[config.mk]
export PLATFORM = sky130hd
export DESIGN_NAME = eic_top
export DESIGN_NICKNAME = d
export VERILOG_FILES = /design/src/core/eic_pkg.sv /design/src/core/eic_filt_if.sv /design/src/core/eic_glitch_filter.sv /design/src/core/eic_top.sv
export SDC_FILE = /design/constraint.sdc
export NUM_CORES = 1
export LEC_CHECK = 0
export ABC_CLOCK_PERIOD_IN_PS = 4100
export BUFFER_PORTS_ARGS = -buffer_cell sky130_fd_sc_hd__buf_2
export CAP_MARGIN = 20
export CORE_MARGIN = 2
export CORE_UTILIZATION = 30
export DETAILED_ROUTE_END_ITERATION = 10
export GPL_TIMING_DRIVEN = 0
export SYNTH_ARGS = -nofsm -noshare
export SYNTH_HDL_FRONTEND = slang
export SYNTH_HIERARCHICAL = 1
export SYNTH_SLANG_ARGS = --single-unit
[constraint.sdc]
create_clock -name core_clk -period 4.1 [get_ports core_clk]
set_input_delay 0.615 -clock core_clk [delete_from_list [all_inputs] [get_ports core_clk]]
set_output_delay 0.615 -clock core_clk [all_outputs]
set_load 0.1 [all_outputs]
[src/core/eic_pkg.sv]
// constants and types shared by the external interrupt block
package eic_pkg;
    localparam int NLINE = 9;
    localparam int NMI_BIT = 8;
    localparam int ADDR_W = 8;
    localparam int DATA_W = 32;
    // register byte offsets
    localparam logic [7:0] OFF_IRQ_EN = 8'h00;
    localparam logic [7:0] OFF_IRQ_DIS = 8'h04;
    localparam logic [7:0] OFF_IRQ_MASK = 8'h08;
    localparam logic [7:0] OFF_EVT_STATUS = 8'h0c;
    localparam logic [7:0] OFF_EVT_CLEAR = 8'h10;
    localparam logic [7:0] OFF_TRIG_MODE = 8'h14;
    localparam logic [7:0] OFF_EDGE_POL = 8'h18;
    localparam logic [7:0] OFF_LEVEL_POL = 8'h1c;
    localparam logic [7:0] OFF_GLITCH_SEL = 8'h20;
    localparam logic [7:0] OFF_PAD_OVR = 8'h24;
    localparam logic [7:0] OFF_SYNC_BYPASS = 8'h28;
    localparam logic [7:0] OFF_KEYPAD_CFG = 8'h2c;
    localparam logic [7:0] OFF_LINE_EN = 8'h30;
    localparam logic [7:0] OFF_LINE_DIS = 8'h34;
    localparam logic [7:0] OFF_LINE_VIEW = 8'h38;
    // field positions
    localparam int TEST_EN_BIT = 18;
    localparam int SCAN_EN_BIT = 0;
    localparam int SCAN_RATE_PRESCALE_LSB = 8;
    localparam int SCAN_RATE_PRESCALE_W = 5;
    localparam int PIN_LSB = 24;
    localparam int PIN_W = 3;
    // reset values
    localparam logic [NLINE-1:0] LINE_RST = 9'h000;
    localparam logic [SCAN_RATE_PRESCALE_W-1:0] SCAN_RATE_PRESCALE_RST = 5'h00;
    localparam logic [PIN_W-1:0] PIN_RST = 3'h0;
    localparam logic [DATA_W-1:0] RDATA_RST = 32'h0000_0000;
    // timing
    localparam int CLK_PERIOD_NS = 100;
    localparam int FILT_STABLE_NS = 300;
    localparam int FILT_STABLE_CYC =
        (FILT_STABLE_NS + CLK_PERIOD_NS - 1) / CLK_PERIOD_NS;
    localparam int FILT_CNT_W = 3;
    localparam logic [FILT_CNT_W-1:0] FILT_LAST =
        FILT_CNT_W'(FILT_STABLE_CYC - 1);
    typedef enum logic [1:0] {
        SCAN_IDLE = 2'b01,
        SCAN_RUN = 2'b10
    } eic_scan_state_t;
endpackage : eic_pkg

[src/core/eic_filt_if.sv]
// link between detector front end and glitch filter
`timescale 1ns/100ps
interface eic_filt_if;
    logic [eic_pkg::NLINE-1:0] raw;
    logic [eic_pkg::NLINE-1:0] filtered;
    modport owner (output raw, input filtered);
    modport filt (input raw, output filtered);
endinterface : eic_filt_if

[src/core/eic_glitch_filter.sv]
// per-line glitch filter: accepts a change once it has been stable
`timescale 1ns/100ps
module eic_glitch_filter (
    // clock and reset
    input wire logic core_clk,
    input wire logic rstn,
    // detector side
    eic_filt_if.filt fl
);
    import eic_pkg::*;

    logic [FILT_CNT_W-1:0] stableCnt_reg [NLINE];

    // a change must persist for the whole window before it is accepted
    always_ff @(posedge core_clk or negedge rstn) begin
        if (!rstn) begin
            fl.filtered <= LINE_RST;
            for (int i = 0; i < NLINE; i++) begin
                stableCnt_reg[i] <= '0;
            end
        end else begin
            for (int i = 0; i < NLINE; i++) begin
                if (fl.raw[i] != fl.filtered[i]) begin
                    if (stableCnt_reg[i] == FILT_LAST) begin
                        fl.filtered[i] <= fl.raw[i];
                        stableCnt_reg[i] <= '0;
                    end else begin
                        stableCnt_reg[i] <= stableCnt_reg[i] + 1'b1;
                    end
                end else begin
                    stableCnt_reg[i] <= '0;
                end
            end
        end
    end
endmodule : eic_glitch_filter

[src/core/eic_top.sv]
// external interrupt detection, enables, status and keypad scan
//
// Implementation choice: the address-and-strobe port.
`timescale 1ns/100ps
module eic_top (
    // clock and reset
    input wire logic core_clk,
    input wire logic rstn,
    // register port
    input wire logic [eic_pkg::ADDR_W-1:0] regAddr,
    input wire logic [eic_pkg::DATA_W-1:0] regWdata,
    input wire logic regWr,
    input wire logic regRd,
    output logic [eic_pkg::DATA_W-1:0] regRdata,
    // pads
    input wire logic [eic_pkg::NLINE-1:0] extLinePad,
    input wire logic rcClkPad,
    // outputs
    output logic irqOut,
    output logic [7:0] scanPinSel
);
    import eic_pkg::*;

    function automatic logic wr_hit(input logic [ADDR_W-1:0] a,
                                    input logic [ADDR_W-1:0] off,
                                    input logic wr);
        return wr && (a == off);
    endfunction : wr_hit

    function automatic logic [31:0] scan_last(input logic [4:0] p);
        logic [32:0] full;
        // six-bit shift amount, so prescale 31 does not wrap to zero
        full = 33'h0_0000_0001 << ({1'b0, p} + 6'h01);
        return full[31:0] - 32'h0000_0001;
    endfunction : scan_last

    // register file
    logic [NLINE-1:0] irqMask_reg;
    logic [NLINE-1:0] eventStatus_reg;
    logic [NLINE-1:0] trigMode_reg;
    logic [NLINE-1:0] edgePol_reg;
    logic [NLINE-1:0] levelPol_reg;
    logic [NLINE-1:0] glitchSel_reg;
    logic [NLINE-1:0] padOvr_reg;
    logic testModeEnable_reg;
    logic [NLINE-1:0] syncBypass_reg;
    logic [NLINE-1:0] lineEn_reg;
    logic scanEn_reg;
    logic [SCAN_RATE_PRESCALE_W-1:0] scanRatePrescale_reg;
    logic [PIN_W-1:0] scanPin_reg;
    // pad sampling
    logic [NLINE-1:0] padMeta_reg;
    logic [NLINE-1:0] padSync_reg;
    logic [NLINE-1:0] padRsmp_reg;
    logic rcMeta_reg;
    logic rcSync_reg;
    logic rcPrev_reg;
    // detection
    logic [NLINE-1:0] detPrev_reg;
    logic [NLINE-1:0] padPath;
    logic [NLINE-1:0] detIn;
    logic [NLINE-1:0] detVal;
    logic [NLINE-1:0] edgeHit;
    logic [NLINE-1:0] levelHit;
    logic [NLINE-1:0] lineEvent;
    logic [NLINE-1:0] clearMask;
    // scan
    eic_scan_state_t scanState_reg;
    logic [31:0] scanCnt_reg;
    logic rcRise;
    logic scanStep;
    logic [DATA_W-1:0] rdMux;

    eic_filt_if filtLink ();

    eic_glitch_filter uFilter (
        .core_clk(core_clk),
        .rstn(rstn),
        .fl(filtLink.filt)
    );

    // two-flop pad synchronisers, then one resample stage for sync mode
    always_ff @(posedge core_clk or negedge rstn) begin
        if (!rstn) begin
            padMeta_reg <= LINE_RST;
            padSync_reg <= LINE_RST;
            padRsmp_reg <= LINE_RST;
        end else begin
            padMeta_reg <= extLinePad;
            padSync_reg <= padMeta_reg;
            padRsmp_reg <= padSync_reg;
        end
    end

    always_ff @(posedge core_clk or negedge rstn) begin
        if (!rstn) begin
            rcMeta_reg <= 1'b0;
            rcSync_reg <= 1'b0;
            rcPrev_reg <= 1'b0;
        end else begin
            rcMeta_reg <= rcClkPad;
            rcSync_reg <= rcMeta_reg;
            rcPrev_reg <= rcSync_reg;
        end
    end

    // bypass skips the resample stage; pads always pass two flops first
    assign padPath = (syncBypass_reg & padSync_reg) |
                     (~syncBypass_reg & padRsmp_reg);
    assign detIn = testModeEnable_reg ? padOvr_reg : padPath;
    assign filtLink.raw = detIn;
    assign detVal = (glitchSel_reg & filtLink.filtered) |
                    (~glitchSel_reg & detIn);
    assign edgeHit = (edgePol_reg & detVal & ~detPrev_reg) |
                     (~edgePol_reg & ~detVal & detPrev_reg);
    assign levelHit = ~(detVal ^ levelPol_reg);
    assign lineEvent = lineEn_reg & ((trigMode_reg & levelHit) |
                       (~trigMode_reg & edgeHit));

    always_ff @(posedge core_clk or negedge rstn) begin
        if (!rstn) begin
            detPrev_reg <= LINE_RST;
        end else begin
            detPrev_reg <= detVal;
        end
    end

    // clear through either the clear port or the status offset
    assign clearMask = (wr_hit(regAddr, OFF_EVT_CLEAR, regWr) ||
                        wr_hit(regAddr, OFF_EVT_STATUS, regWr)) ?
                       regWdata[NLINE-1:0] : LINE_RST;

    // a new event beats a clear in the same cycle
    always_ff @(posedge core_clk or negedge rstn) begin
        if (!rstn) begin
            eventStatus_reg <= LINE_RST;
        end else begin
            eventStatus_reg <= (eventStatus_reg & ~clearMask) |
                               lineEvent;
        end
    end

    always_ff @(posedge core_clk or negedge rstn) begin
        if (!rstn) begin
            irqMask_reg <= LINE_RST;
        end else if (wr_hit(regAddr, OFF_IRQ_EN, regWr)) begin
            irqMask_reg <= irqMask_reg | regWdata[NLINE-1:0];
        end else if (wr_hit(regAddr, OFF_IRQ_DIS, regWr)) begin
            irqMask_reg <= irqMask_reg & ~regWdata[NLINE-1:0];
        end
    end

    // nine bits wide: bit 8 is the NMI line, enabled and masked like the other lines
    always_ff @(posedge core_clk or negedge rstn) begin
        if (!rstn) begin
            lineEn_reg <= LINE_RST;
        end else if (wr_hit(regAddr, OFF_LINE_EN, regWr)) begin
            lineEn_reg <= lineEn_reg | regWdata[NLINE-1:0];
        end else if (wr_hit(regAddr, OFF_LINE_DIS, regWr)) begin
            lineEn_reg <= lineEn_reg & ~regWdata[NLINE-1:0];
        end
    end

    always_ff @(posedge core_clk or negedge rstn) begin
        if (!rstn) begin
            trigMode_reg <= LINE_RST;
            edgePol_reg <= LINE_RST;
            levelPol_reg <= LINE_RST;
            glitchSel_reg <= LINE_RST;
            syncBypass_reg <= LINE_RST;
        end else if (regWr) begin
            case (regAddr)
                OFF_TRIG_MODE: trigMode_reg <= regWdata[NLINE-1:0];
                OFF_EDGE_POL: edgePol_reg <= regWdata[NLINE-1:0];
                OFF_LEVEL_POL: levelPol_reg <= regWdata[NLINE-1:0];
                OFF_GLITCH_SEL: glitchSel_reg <= regWdata[NLINE-1:0];
                OFF_SYNC_BYPASS: syncBypass_reg <= regWdata[NLINE-1:0];
                default: ;
            endcase
        end
    end

    always_ff @(posedge core_clk or negedge rstn) begin
        if (!rstn) begin
            padOvr_reg <= LINE_RST;
            testModeEnable_reg <= 1'b0;
        end else if (wr_hit(regAddr, OFF_PAD_OVR, regWr)) begin
            padOvr_reg <= regWdata[NLINE-1:0];
            testModeEnable_reg <= regWdata[TEST_EN_BIT];
        end
    end

    // pin index has no write path at all
    always_ff @(posedge core_clk or negedge rstn) begin
        if (!rstn) begin
            scanEn_reg <= 1'b0;
            scanRatePrescale_reg <= SCAN_RATE_PRESCALE_RST;
        end else if (wr_hit(regAddr, OFF_KEYPAD_CFG, regWr)) begin
            scanEn_reg <= regWdata[SCAN_EN_BIT];
            scanRatePrescale_reg <= regWdata[SCAN_RATE_PRESCALE_LSB +: SCAN_RATE_PRESCALE_W];
        end
    end

    // keypad scan: rc clock is slow, so its edges are counted here
    assign rcRise = rcSync_reg & ~rcPrev_reg;
    assign scanStep = (scanState_reg == SCAN_RUN) && rcRise &&
                      (scanCnt_reg == scan_last(scanRatePrescale_reg));

    always_ff @(posedge core_clk or negedge rstn) begin
        if (!rstn) begin
            scanState_reg <= SCAN_IDLE;
            scanCnt_reg <= 32'h0000_0000;
            scanPin_reg <= PIN_RST;
        end else begin
            case (scanState_reg)
                SCAN_IDLE: begin
                    scanCnt_reg <= 32'h0000_0000;
                    scanPin_reg <= PIN_RST;
                    if (scanEn_reg) begin
                        scanState_reg <= SCAN_RUN;
                    end
                end
                SCAN_RUN: begin
                    if (!scanEn_reg) begin
                        scanState_reg <= SCAN_IDLE;
                    end else if (scanStep) begin
                        scanCnt_reg <= 32'h0000_0000;
                        scanPin_reg <= scanPin_reg + 1'b1;
                    end else if (rcRise) begin
                        scanCnt_reg <= scanCnt_reg + 32'h0000_0001;
                    end
                end
                default: scanState_reg <= SCAN_IDLE;
            endcase
        end
    end

    always_ff @(posedge core_clk or negedge rstn) begin
        if (!rstn) begin
            scanPinSel <= 8'h00;
        end else if (scanState_reg == SCAN_RUN && scanEn_reg) begin
            scanPinSel <= 8'h01 << scanPin_reg;
        end else begin
            scanPinSel <= 8'h00;
        end
    end

    // one cycle behind status; fine for a level request
    always_ff @(posedge core_clk or negedge rstn) begin
        if (!rstn) begin
            irqOut <= 1'b0;
        end else begin
            irqOut <= |(eventStatus_reg & irqMask_reg);
        end
    end

    // read mux; write-only and unmapped offsets read zero
    always_comb begin
        rdMux = RDATA_RST;
        case (regAddr)
            OFF_IRQ_MASK: rdMux[NLINE-1:0] = irqMask_reg;
            OFF_EVT_STATUS: rdMux[NLINE-1:0] = eventStatus_reg;
            OFF_TRIG_MODE: rdMux[NLINE-1:0] = trigMode_reg;
            OFF_EDGE_POL: rdMux[NLINE-1:0] = edgePol_reg;
            OFF_LEVEL_POL: rdMux[NLINE-1:0] = levelPol_reg;
            OFF_GLITCH_SEL: rdMux[NLINE-1:0] = glitchSel_reg;
            OFF_SYNC_BYPASS: rdMux[NLINE-1:0] = syncBypass_reg;
            OFF_PAD_OVR: begin
                rdMux[NLINE-1:0] = padOvr_reg;
                rdMux[TEST_EN_BIT] = testModeEnable_reg;
            end
            OFF_KEYPAD_CFG: begin
                rdMux[SCAN_EN_BIT] = scanEn_reg;
                rdMux[SCAN_RATE_PRESCALE_LSB +: SCAN_RATE_PRESCALE_W] = scanRatePrescale_reg;
                rdMux[PIN_LSB +: PIN_W] = scanPin_reg;
            end
            OFF_LINE_VIEW: rdMux[NLINE-1:0] = lineEn_reg;
            default: rdMux = RDATA_RST;
        endcase
    end

    always_ff @(posedge core_clk or negedge rstn) begin
        if (!rstn) begin
            regRdata <= RDATA_RST;
        end else if (regRd) begin
            regRdata <= rdMux;
        end else begin
            regRdata <= RDATA_RST;
        end
    end
endmodule : eic_top

After elaboration in Yosys (flattened, before gate mapping)
Cells that the tools add are included.

Register bits after elaboration: 241. Input port bits: 54. Output and inout port bits: 41.

Bitwise logic cells: 34. Equality and inequality tests: 40. Reductions and logical operators: 34. Shift-type cells: 2. Add/subtract/negate cells: 13. Muxes and demuxes: 42.

Operator list (number): bitwise AND 9 bit (15); 2-to-1 mux 32 bit (3); NOT 9 bit (9); case mux 32 bit (2 select lines) (1); 2-to-1 mux 3 bit (21); OR 9 bit (7); case mux 7 bit (9 select lines) (1); == test 8 x 6 -> 1 bit (second input constant) (7); 2-to-1 mux 9 bit (6); adder 32 x 1 -> 32 bit (second input constant) (1); == test 32 bit (1); == test 8 x 5 -> 1 bit (second input constant) (4); left shift 1 x 6 -> 32 bit (first input constant) (1); subtractor 32 x 1 -> 32 bit (second input constant) (1); adder 3 x 1 -> 3 bit (second input constant) (10); AND reduction 2 bit (15); == test 3 x 2 -> 1 bit (second input constant) (9); 2-to-1 mux 27 bit (1); case mux 1 bit (10 select lines) (2); == test 8 x 4 -> 1 bit (second input constant) (2); logical AND 1 bit (11); inequality test 1 bit (9); OR reduction 9 bit (1); XOR 9 bit (1); 19 further kinds (26).

Depth between registers and ports, before layout
Gate-level depths: netlist of run 1.

Depth after elaboration: 14. Depth in mapped cells: 16. Depth with buffers taken out: 11.

By module
The synthesis of run 1 kept the hierarchy.

Modules (own cells, without submodules): eic_top (cells an instance 981, instances 1, seq. area each 4755.8 um^2, area an instance 9848.2 um^2); eic_glitch_filter (cells an instance 135, instances 1, seq. area each 900.9 um^2, area an instance 1666.6 um^2).

Worst setup path before layout of run 1
No wires, ideal clock.

Path type: reg-to-reg. From: reg scanRatePrescale_reg[0]. To: reg scanCnt_reg[30]. Setup slack: 0.358 ns. Path buffers: 5. Setup time: 0.136 ns. Arrival: 3.607 ns. Required time: 3.964 ns. Cell stages (with the launch flop): 17. Cells stage by stage: dfrtp_1 > buf_4 > nor4_4 > nand2_1 > ha_1 > buf_2 > or4b_2 > nor2_1 > o31ai_1 > a2111oi_0 > nand4_1 > or4_1 > buf_2 > buf_6 > buf_6 > o2111ai_1 > o211ai_1.

Word-level cells in the longest chain between the ends: 8. Elaborated cells on any way between the ends: 10. Classes of those cells: add/sub (2); eq/ne (2); shift (1); mux (3); reduce/logical (2).

RTL lines: start: declaration (line eic_top.sv:49) `logic [SCAN_RATE_PRESCALE_W-1:0] scanRatePrescale_reg;`; start signal: assignment (line eic_top.sv:200) `scanRatePrescale_reg <= regWdata[SCAN_RATE_PRESCALE_LSB +: SCAN_RATE_PRESCALE_W];`; adder 5 x 1 -> 6 bit * (line eic_top.sv:33) `full = 33'h0_0000_0001 << ({1'b0, p} + 6'h01);`; left shift 1 x 6 -> 32 bit * (line eic_top.sv:33); subtractor 32 x 1 -> 32 bit * (line eic_top.sv:34) `return full[31:0] - 32'h0000_0001;`; == test 32 bit * (line eic_top.sv:207) `(scanCnt_reg == scan_last(scanRatePrescale_reg));`; logical AND 1 bit * (line eic_top.sv:206) `assign scanStep = (scanState_reg == SCAN_RUN) && rcRise &&`; 2-to-1 mux 32 bit (line eic_top.sv:226) `end else if (scanStep) begin`; 2-to-1 mux 32 bit (line eic_top.sv:224) `if (!scanEn_reg) begin`; case mux 32 bit (2 select lines) (line eic_top.sv:215) `case (scanState_reg)`; end signal: assignment (line eic_top.sv:230) `scanCnt_reg <= scanCnt_reg + 32'h0000_0001;`; end: declaration (line eic_top.sv:69) `logic [31:0] scanCnt_reg;`.

Every way passes the cells marked *; elsewhere a longest branch is shown, timed or not. The select of a mux whose other input is x is not followed. A chain may end at the register's enable or synchronous reset.

Final worst setup path of run 1
From: reg scanRatePrescale_reg[2]. To: reg scanCnt_reg[30].

Same word-level chain as after synthesis.

==> summary.txt, run 1 <==
Status
  • Status: completed

STA
  • Setup TNS: 0 ns
  • F_max: between 0.2 and 0.3 GHz
  • Max Slew Vio Count: 0
  • Final WS setup: 0.109 ns
  • Final period util: 97.3%
  • Final setup viols: 0
  • Max-slew headroom: approximately 26%
  • Hold Fails Final Rpt: 0
  • Post-route minimum period: 3.99 ns
  • Slew @ Worst Pin: 1.11 ns
  • Clock Skews: 0.0246 ns

Global route
  • M2 GR Usage: between 20% and 30%
  • Antenna violations before repair: 1
  • Vias in the first global route: about 9000
  • GR peak layer: met2
  • Gr usage total: 16.1%
  • Largest net degree at the start of global routing: 118
  • Met3 Resource Use GR: under 10%
  • Met1 Usage GRT: approximately 22%
  • Grt total ovfl: 0
  • First-pass GRT wire length: 50.5 mm

Worst setup path
  • CP max FO: 10
  • Crit-path max cell delay: 0.63 ns
  • Crit Path Class: reg2reg
  • Worst path cell trace: buf_6, nor4_4, nand2_1, buf_4, buf_4, buf_4, buf_4, buf_4, buf_4, buf_4, buf_4, a21oi_4, xnor2_1, or4_1, or4_4, buf_8, buf_6, o2111ai_1, o211ai_1
  • Worst R2R Setup Slack: 0.11 ns
  • WP data arrival: ~4.4 ns
  • Critical Path RT: between 4 and 5 ns
  • CP Launch Type: flop
  • CP bufs+invs: 11
  • Worst reg2reg path depth: 19
  • Slowest cell on crit path: or4_4
  • Top delay family on crit path: simple AND/OR/NAND/NOR gates
  • Most used cell, CP: buf_4
  • Worst R2R End: scanCnt_reg[30]$_DFFE_PN0P_
  • R2R Path Start: scanRatePrescale_reg[2]$_DFFE_PN0P_
  • Worst setup EP type: flop

Cells and area
  • Final net count: 1285
  • Max reg flops: 32
  • Share of layout cells above drive strength 1: 20.5%
  • Highest-count cells in the layout ignoring fill and taps: dfrtp_1, nand2_1, mux2_2
  • Fill cell count: 3750
  • Area Growth Syn to Fin: 18.2%
  • N_diodes: 0
  • Leading cell type in the layout, fill and taps excluded: dfrtp_1

Route
  • First DRT Iteration DRCs: 761
  • Routed WL per cell: 18.2 um
  • Post-DRT Antenna Nets: 0
  • Total number of vias: 9323
  • Final WL: about 32 mm
  • Remaining DRCs: 0
  • Drt first pass iters: 5
  • DR vias/cell: 5.32

Power
  • Worst IR drop on VDD: between 0.2 and 0.3 mV
  • Power, Total: 0.00608 W
  • PD cells: 447 mW/mm2
  • Static Leak: between 5 and 6 nW

Yosys
  • Top FF cell, synth: dfrtp_1
  • Post-synth EDFFs: 0
  • Asr flop ratio synth: between 90% and 100%
  • Yosys top cell area share: 48.9%
  • Sequential-to-total area share from yosys stat: 49.1%
  • Yosys reg bits: roughly 230
  • Avg Cell Area, Syn: 10.3 um2
  • Yosys warns: 6
  • Dominant cells by area after synthesis: dfrtp_1, mux2_2, nand2_1, o21ai_0, nand4_1
  • Synth area leader: dfrtp_1
  • Post-synthesis cell area: 0.0115 mm2
  • Library cells used by synthesis: between 70 and 80
  • Synth Instances: 1116

Clock tree
  • CTS tree: yes
  • Inserted Clock Buffers: 26
  • # clock sinks: 226
  • Clock buffer depth: 3
  • Clock root buffer: clkbuf_16
  • CTS HTree Levels: 1
  • Clock Latency Late Sink: 0.56 ns
  • Worst-path clk slew: roughly 0.07 ns

Floorplanning
  • Row Count: between 70 and 80
  • Initial core utilization: approximately 30%
  • Die W: 200 um
  • Die area: 0.0400 mm2
  • Placeable Area: 0.0378 mm2
  • # IOs: 95
  • DIE HEIGHT: about 200 um

Place
  • PortBufs: 50
  • Post-Place Setup Slack: -0.393 ns
  • Placer Congestion: 0.893
  • Final HPWL DP: 21.6 mm

Flow run
  • Max-cap violation count: 0

Hold path
  • HP Class: in2async
Yosys cell counts (all sizes together), types with 7 or more instances:
master,instances
nand3,32
a31oi,26
nor2b,16
nand3b,19
a22oi,14
dfrtp,225
a221o,9
o21ai,50
nor3,21
and4,8
mux2i,13
a22o,15
clkbuf,43
a32o,11
nor3b,15
a21oi,28
inv,31
buf,41
a21bo,9
nand2b,14
xnor2,21
nand2,136
or4,7
nor2,46
and2,15
mux2,81
and3,20
ha,8
o311ai,16
a221oi,17
o31ai,7
nand4,33
worst max-delay path by stage:
stage / start / to / slack, ns / cells past startpoint
6_report: scanRatePrescale_reg[2]$_DFFE_PN0P_ / scanCnt_reg[30]$_DFFE_PN0P_ / 0.11 / 19
5_1_grt: scanRatePrescale_reg[2]$_DFFE_PN0P_ / scanCnt_reg[30]$_DFFE_PN0P_ / -0.001 / 15
4_1_cts: scanRatePrescale_reg[2]$_DFFE_PN0P_ / scanCnt_reg[30]$_DFFE_PN0P_ / 0.02 / 20
3_5_place_dp: scanRatePrescale_reg[0]$_DFFE_PN0P_ / scanCnt_reg[27]$_DFFE_PN0P_ / -0.39 / 15
3_3_place_gp: rstn / regRdata[11]$_DFF_PN0_ / -1.72 / 1
2_1_floorplan: scanRatePrescale_reg[0]$_DFFE_PN0P_ / scanCnt_reg[30]$_DFFE_PN0P_ / 0.36 / 16
stage by stage:
stage               instances  hold WS, ns  utilization (%)  area (um2)
finish                   1754       0.0860             36.0       13600
global route             1754        0.133             36.0       13600
CTS                      1750        0.133             35.9       13500
detailed placement       1692        0.336             33.1       12500
global placement         1691        0.335             33.0       12500
floorplan                1130        0.319                -       11600
cell families (layout without fill, tap and decap cells):
kind of cell             after synthesis  after routing  synth area share [%]
AND/OR/NAND/NOR                      404            404                  18.9
AO/OA/AOI/OAI                        240            240                  15.1
flip-flops                           226            226                  49.1
buffers and inverters                115            228                  4.70
multiplexers                          94             94                  9.08
XOR/XNOR                              27             27                  2.17
adder cells (fa/ha/maj)                8              8                 0.869
other                                  2             16                0.0652
report_power, final:
group	switching (W)	leakage, nW	internal (W)
Sequential	0.000264	3.00	0.00247
Clock	0.000976	0.461	0.00151
Combinational	0.000450	2.33	0.000408
Total	0.00169	5.79	0.00439
metal layers:
metal	wire length, um	vias up	share of wire, %
li1	-	4305	-
met5	10	-	0.031
met4	1250	2	3.9
met1	14100	4579	44
met3	2340	83	7.3
met2	14300	354	45
layout make-up:
cell class | count | area [um2] | share of cell area, %
Clock buffer | 32 | 723 | 5.31
Timing Repair Buffer | 66 | 413 | 3.03
Tap cell | 511 | 639 | 4.70
Multi-Input combinational cell | 789 | 5410 | 39.7
Buffer | 83 | 440 | 3.24
Sequential cell | 226 | 5660 | 41.6
Clock inverter | 16 | 210 | 1.54
Inverter | 31 | 120 | 0.883
worst register-to-register path: cells and delay by family, from the launching register on:
kind,cells,cell delay [ns]
AOI/OAI and AO/OA,3,0.34
xor gates and xnor gates,1,0.08
and+or+nand+nor,4,1.54
buffers and inverters,11,1.49
DFF,1,0.42
timing repair:
action                     4_1_cts  5_1_grt
pin swaps                        4        5
hold buffers                     0        0
resized for setup               12        7
setup endpoints to repair       35       35
buffers inserted                10        5
Power figures use the tool's default switching activity.
==> inputs of run 2 (changes only) <==
--- a/config.mk
+++ b/config.mk
@@ -8,7 +8,6 @@
 export ABC_CLOCK_PERIOD_IN_PS = 4100
 export BUFFER_PORTS_ARGS = -buffer_cell sky130_fd_sc_hd__buf_2
 export CAP_MARGIN = 20
-export CORE_MARGIN = 2
 export CORE_UTILIZATION = 30
 export DETAILED_ROUTE_END_ITERATION = 10
 export GPL_TIMING_DRIVEN = 0
==> run 2 against run 1 <==
Die area down 2.0%. Clock skew shrank 0.010 ns. First-iteration DRC count rose by 4.7%. Count of clock-buffer cells in the layout is 9 higher. Non-clock buffer count unchanged. Total power fell by 2.8%. Register-to-register slack better by 0.03 ns. Critical endpoint is now scanCnt_reg[27]$_DFFE_PN0P_. Sequential cell count unchanged.
==> summary.txt, run 2 (synthesis results as in run 1) <==
STA
  • Final period util: 96.7% (-0.63 points)
  • Setup TNS: 0 ns (unchanged)
  • Clock Skews: 0.0145 ns (-0.0101 ns)
  • Final setup viols: 0 (unchanged)
  • Hold Fails Final Rpt: 0 (unchanged)
  • Post-route minimum period: 3.97 ns (-0.0258 ns)
  • Max Slew Vio Count: 0 (unchanged)
  • Hold WS: 0.0788 ns (-0.00717 ns)
  • F_max: 0.252 GHz (+0.65%)
  • Final WS setup: 0.135 ns (+0.0258 ns)
  • Slew @ Worst Pin: 1.04 ns (-0.0668 ns)
  • Max-slew headroom: 30.4% (+4.5 points)

Floorplanning
  • Die W: 198 um (-1.0%)
  • Placeable Area: 0.0378 mm2 (unchanged)
  • Initial core utilization: 30.5% (unchanged)
  • Die area: 0.0392 mm2 (-2.0%)
  • Row Count: 71 (unchanged)
  • # IOs: 95 (unchanged)
  • DIE HEIGHT: 198 um (-1.0%)

Global route
  • Grt total ovfl: 0 (unchanged)
  • Gr usage total: 16.5% (+0.47 points)
  • Vias in the first global route: 8922 (-2.1%)
  • First-pass GRT wire length: 50.8 mm (+0.70%)
  • Largest net degree at the start of global routing: 121 (+2.5%)
  • Antenna violations before repair: 1 (unchanged)

Route
  • Post-DRT Antenna Nets: 0 (unchanged)
  • Drt first pass iters: 7 (+2)
  • First DRT Iteration DRCs: 797 (+4.7%)
  • Routed WL per cell: 18.3 um (+0.16%)
  • Final WL: 32.0 mm (+0.16%)
  • Remaining DRCs: 0 (unchanged)
  • Total number of vias: 9221 (-1.1%)
  • DR vias/cell: 5.26 (-1.1%)

Place
  • Placed Area: 0.0125 mm2 (unchanged)
  • Final HPWL DP: 21.7 mm (+0.58%)
  • Post-Place Setup Slack: -0.499 ns (-0.106 ns)
  • Placer Congestion: 0.921 (+3.1%)
  • PortBufs: 50 (unchanged)

Cells and area
  • Share of layout cells above drive strength 1: 20.0% (-0.47 points)
  • Max reg flops: 32 (unchanged)
  • Leading cell type in the layout, fill and taps excluded: dfrtp_1
  • Footprint of the multi-input gates: 0.00541 mm2 (+0.12%)
  • FF/Latch Area: 0.00566 mm2 (unchanged)
  • Area Growth Syn to Fin: 17.7%
  • Fin area: 0.0136 mm2 (-0.40%)
  • Highest-count cells in the layout ignoring fill and taps: dfrtp_1, nand2_1, mux2_2
  • Final net count: 1285 (unchanged)
  • Fill cell count: 3761 (+0.29%)

Clock tree
  • Clock root buffer: clkbuf_16
  • Clock buffer depth: 3 (unchanged)
  • Cts hold-fix bufs: 0 (unchanged)
  • Worst-path clk slew: 0.06 ns (about the same)
  • # clock sinks: 226 (unchanged)
  • Clock Latency Late Sink: 0.56 ns (about the same)
  • Inserted Clock Buffers: 26 (unchanged)
  • CTS tree: yes
  • CTS HTree Levels: 1 (unchanged)

Flow run
  • Max-cap violation count: 0 (unchanged)

Worst setup path
  • Crit Path Class: reg2reg
  • Critical Path RT: 4.49 ns (-0.02 ns)
  • WP data arrival: 4.36 ns (-0.04 ns)
  • Worst setup EP type: flop
  • CP max FO: 10 (unchanged)
  • CP Launch Type: flop

Power
  • PD cells: 436 mW/mm2 (-2.4%)
  • Static Leak: 5.74 nW (-0.83%)
  • Power, Total: 0.00591 W (-2.8%)
  • Worst IR drop on VDD: 0.337 mV (+20%)

Status
  • Status: completed

Hold path
  • HP Class: in2async
==> run 2: what timing repair did <==
item	in CTS	in global routing
endpoints found under the setup margin	35	35
pin swaps	3	8
gates cloned	0	0
resized for setup	13	11
setup buffers	1	14
==> run 2: path summary, 6_finish.rpt <==
path | cells past startpoint | endpoint | slack [ns] | start
max in group asynchronous | 2 | padOvr_reg[0]$_DFFE_PN0P_ | 2.93 | rstn
worst max register to register | 14 | scanCnt_reg[27]$_DFFE_PN0P_ | 0.13 | scanRatePrescale_reg[2]$_DFFE_PN0P_
min in group core_clk | 1 | padMeta_reg[1]$_DFF_PN0_ | 0.16 | extLinePad[1]
worst min-delay path | 1 | padMeta_reg[1]$_DFF_PN0_ | 0.08 | rstn
worst max-delay path | 14 | scanCnt_reg[27]$_DFFE_PN0P_ | 0.13 | scanRatePrescale_reg[2]$_DFFE_PN0P_
worst min register to register | 0 | padSync_reg[6]$_DFF_PN0_ | 0.35 | padMeta_reg[6]$_DFF_PN0_
==> run 2: metal layers <==
| metal | global-route usage [%] | vias to the layer above | routed length, um |
|---|---|---|---|
| met2 | 25.9 | 296 | 14500 |
| met4 | 5.80 | 2 | 896 |
| met3 | 2.76 | 70 | 1980 |
| met5 | 0 | - | 14 |
| met1 | 23.0 | 4558 | 14600 |
| li1 | - | 4295 | - |
==> run 2: cell type report <==
cell class                 instances  area share (%)
inverter                          31           0.886
clock inverter                     6           0.609
clock buffer                      41            5.81
buffer                            83            3.34
sequential                       226            41.7
multi-input combinational        789            39.9
antenna                            1          0.0185
timing repair buffer              66            2.95
tap                              511            4.72
==> run 2: metrics by stage <==
step           cells  utilization, %
3_5_place_dp    1692            33.1
3_3_place_gp    1691            33.0
4_1_cts         1740            35.5
5_1_grt         1753            35.9
6_report        1754            35.9
2_1_floorplan   1130               -
==> run 2: power by group <==
part           internal [W]  switching (W)  leakage [nW]
registers           0.00247       0.000264          3.00
logic              0.000401       0.000444          2.32
clock network       0.00138       0.000950         0.424
==> run 2: worst max-delay path: stages (launching register included) <==
cell and delay [ns]:
dfrtp_1 0.41, buf_6 0.15, nor4_4 0.30, nand2_2 0.14
ha_4 0.18, buf_6 0.13, or4b_4 0.54, nor2_4 0.10
o31ai_1 0.09, a2111oi_2 0.41, nand4_1 0.20, or4_4 0.64
buf_2 0.24, nand4_1 0.11, o311ai_0 0.15
==> inputs of run 3 (changes only) <==
--- a/config.mk
+++ b/config.mk
@@ -5,7 +5,7 @@
 export SDC_FILE = /design/constraint.sdc
 export NUM_CORES = 1
 export LEC_CHECK = 0
-export ABC_CLOCK_PERIOD_IN_PS = 4100
+export ABC_CLOCK_PERIOD_IN_PS = 4900
 export BUFFER_PORTS_ARGS = -buffer_cell sky130_fd_sc_hd__buf_2
 export CAP_MARGIN = 20
 export CORE_UTILIZATION = 30
==> constraint.sdc (replaced) <==
create_clock -name core_clk -period 4.9 [get_ports core_clk]
set_input_delay 0.735 -clock core_clk [delete_from_list [all_inputs] [get_ports core_clk]]
set_output_delay 0.735 -clock core_clk [all_outputs]
set_load 0.1 [all_outputs]
==> run 3 against run 2 <==
Fmax decreased by 14%. Non-clock buffer count shrank 14. Combinational power is 19% lower. Cell count shrank 0.80%. Total power is 17% lower. Largest power group unchanged. Highest routed layer unchanged.
==> summary.txt, run 3 (synthesis results as in run 1) <==
Clock tree
  • Worst-path clk slew: 0.06 ns (about the same)
  • Clock root buffer: clkbuf_16
  • CTS tree: yes
  • CTS HTree Levels: 1 (unchanged)
  • CTS resizes: 0 (-13)
  • Inserted Clock Buffers: 26 (unchanged)
  • Clock Latency Late Sink: 0.56 ns (about the same)
  • # Post-CTS Setup Buffers: 0 (-1)
  • # clock sinks: 226 (unchanged)
  • Clock buffer depth: 3 (unchanged)
  • Cts hold-fix bufs: 0 (unchanged)

Power
  • Static Leak: 5.65 nW (-1.5%)
  • Worst IR drop on VDD: 0.283 mV (-16%)
  • Logic pwr share: 13.9% (-0.4 points)
  • Switching power share of the total: 28.0% (-0.066 points)
  • PD cells: 368 mW/mm2 (-16%)
  • Sw Pwr: 0.00138 W (-17%)
  • Flop pwr share: 46.6% (+0.3 points)
  • Int Pwr: 0.00354 W (-17%)
  • Power, Total: 0.00492 W (-17%)
  • Clk network pwr share: 39.6% (+0.2 points)

Cells and area
  • Fin cells: 1740 (-0.80%)
  • Area Growth Syn to Fin: 16.1%
  • Fill cell count: 3786 (+0.66%)
  • Share of layout cells above drive strength 1: 18.5% (-1.6 points)
  • Highest-count cells in the layout ignoring fill and taps: dfrtp_1, nand2_1, mux2_2
  • Final net count: 1271 (-1.1%)
  • Leading cell type in the layout, fill and taps excluded: dfrtp_1
  • Max reg flops: 32 (unchanged)
  • Fin area: 0.0134 mm2 (-1.4%)

STA
  • Unrepaired setup endpoints after global routing: no
  • Slew @ Worst Pin: 1.08 ns (+0.0420 ns)
  • Final WS setup: 0.272 ns (+0.137 ns)
  • Final period util: 94.5% (-2.3 points)
  • Max Slew Vio Count: 0 (unchanged)
  • Hold Fails Final Rpt: 0 (unchanged)
  • Clock Skews: 0.0170 ns (+0.00249 ns)
  • Final setup viols: 0 (unchanged)
  • Post-route minimum period: 4.63 ns (+0.663 ns)
  • Max-slew headroom: 27.6% (-2.8 points)
  • F_max: 0.216 GHz (-14%)

Global route
  • First-pass GRT wire length: 50.8 mm (about the same)
  • Vias in the first global route: 8909 (-0.15%)
  • Antenna violations before repair: 1 (unchanged)
  • Grt total ovfl: 0 (unchanged)
  • Largest net degree at the start of global routing: 121 (unchanged)
  • Gr usage total: 16.5% (about the same)

Floorplanning
  • Die W: 198 um (unchanged)
  • Die area: 0.0392 mm2 (unchanged)
  • DIE HEIGHT: 198 um (unchanged)
  • Row Count: 71 (unchanged)
  • Placeable Area: 0.0378 mm2 (unchanged)
  • Initial core utilization: 30.5% (unchanged)
  • # IOs: 95 (unchanged)

Route
  • Post-DRT Antenna Nets: 0 (unchanged)
  • DR vias/cell: 5.30 (+0.84%)
  • Remaining DRCs: 0 (unchanged)
  • First DRT Iteration DRCs: 789 (-1.0%)
  • Routed WL per cell: 18.3 um (about the same)
  • Drt first pass iters: 5 (-2)
  • Total number of vias: 9224 (+0.033%)
  • Final WL: 31.8 mm (-0.72%)

Worst setup path
  • CP Launch Type: flop
  • Crit Path Class: reg2reg
  • Worst setup EP type: flop
  • CP max FO: 10 (unchanged)
  • WP data arrival: 5.02 ns (+0.66 ns)
  • Critical Path RT: 5.30 ns (+0.81 ns)
  • Worst reg2reg path depth: 15 (+1)

Flow run
  • Max-cap violation count: 0 (unchanged)

Place
  • Placer Congestion: 0.921 (unchanged)
  • Post-Place Setup Slack: 0.301 ns (+0.800 ns)
  • Placed Area: 0.0125 mm2 (unchanged)
  • Final HPWL DP: 21.7 mm (unchanged)
  • Placed cell count: 1692 (unchanged)
  • PortBufs: 50 (unchanged)

Status
  • Status: completed

Hold path
  • HP Class: in2async
## run 3: cell count changes in the layout (fill, tap and decap cells not counted), moves of 2 or more
cell,delta
buf_2,+5
nand2_2,-2
buf_4,-14
nand2_1,+2
buf_6,-4
## run 3: final timing paths
kind,from,to,slack [ns]
worst min register to register,padMeta_reg[4]$_DFF_PN0_,padSync_reg[4]$_DFF_PN0_,0.35
worst min-delay path,rstn,padMeta_reg[1]$_DFF_PN0_,0.20
worst max register to register,scanRatePrescale_reg[0]$_DFFE_PN0P_,scanCnt_reg[28]$_DFFE_PN0P_,0.27
min in group core_clk,extLinePad[1],padMeta_reg[1]$_DFF_PN0_,0.28
max in group asynchronous,rstn,uFilter/fl.filtered[8]$_DFFE_PN0P_,3.61
worst max-delay path,scanRatePrescale_reg[0]$_DFFE_PN0P_,scanCnt_reg[28]$_DFFE_PN0P_,0.27
## run 3: final cells by class
| cell class | instances | area (um2) | share of cell area (%) |
|---|---|---|---|
| buffer | 84 | 425 | 3.18 |
| antenna | 1 | 2.50 | 0.0187 |
| sequential | 226 | 5660 | 42.3 |
| inverter | 31 | 116 | 0.871 |
| clock buffer | 41 | 787 | 5.89 |
| multi-input combinational | 789 | 5370 | 40.2 |
| timing repair buffer | 51 | 288 | 2.15 |
| clock inverter | 6 | 82.6 | 0.618 |
| tap | 511 | 639 | 4.78 |
## run 3: critical path, stage by stage, from the launching register on
cell and delay, ns:
dfrtp_1 0.39, buf_4 0.18, nor4_4 0.39, nand2_1 0.19, ha_1 0.21, buf_2 0.17
or4b_2 0.73, nor2_1 0.17, o31ai_1 0.09, a2111oi_0 0.47, nand4_1 0.20, or4_1 0.50
buf_2 0.19, nand2_1 0.15, buf_2 0.28, o311ai_0 0.17
## run 3: metrics by stage
| step | util, % | TNS [ns] | hold WS (ns) |
|---|---|---|---|
| 6_report | 35.4 | 0 | 0.196 |
| 2_1_floorplan | - | 0 | 0.331 |
| 4_1_cts | 35.4 | 0 | 0.259 |
| 3_3_place_gp | 33.0 | -218.11 | 0.334 |
| 5_1_grt | 35.4 | 0 | 0.264 |
| 3_5_place_dp | 33.1 | 0 | 0.335 |
## run 3: power by group through the flow
stage / registers [W] / logic (W) / clock network (W)
floorplan: 0.00227 / 0.000516 / 0
global placement: 0.00230 / 0.000664 / 0
detailed placement: 0.00232 / 0.000685 / 0
CTS: 0.00229 / 0.000687 / 0.00199
global route: 0.00232 / 0.000751 / 0.00206
finish: 0.00229 / 0.000681 / 0.00195
## run 3: routing by layer
layer  global-route usage, %  vias up  part of all wire [%]  wire, um
li1                        -     4277                     -         -
met1                    23.0     4537                    45     14300
met3                    2.76       71                   6.8      2170
met4                    5.66        2                   2.6       816
met5                       0        -                 0.044        14
met2                    25.9      337                    46     14500
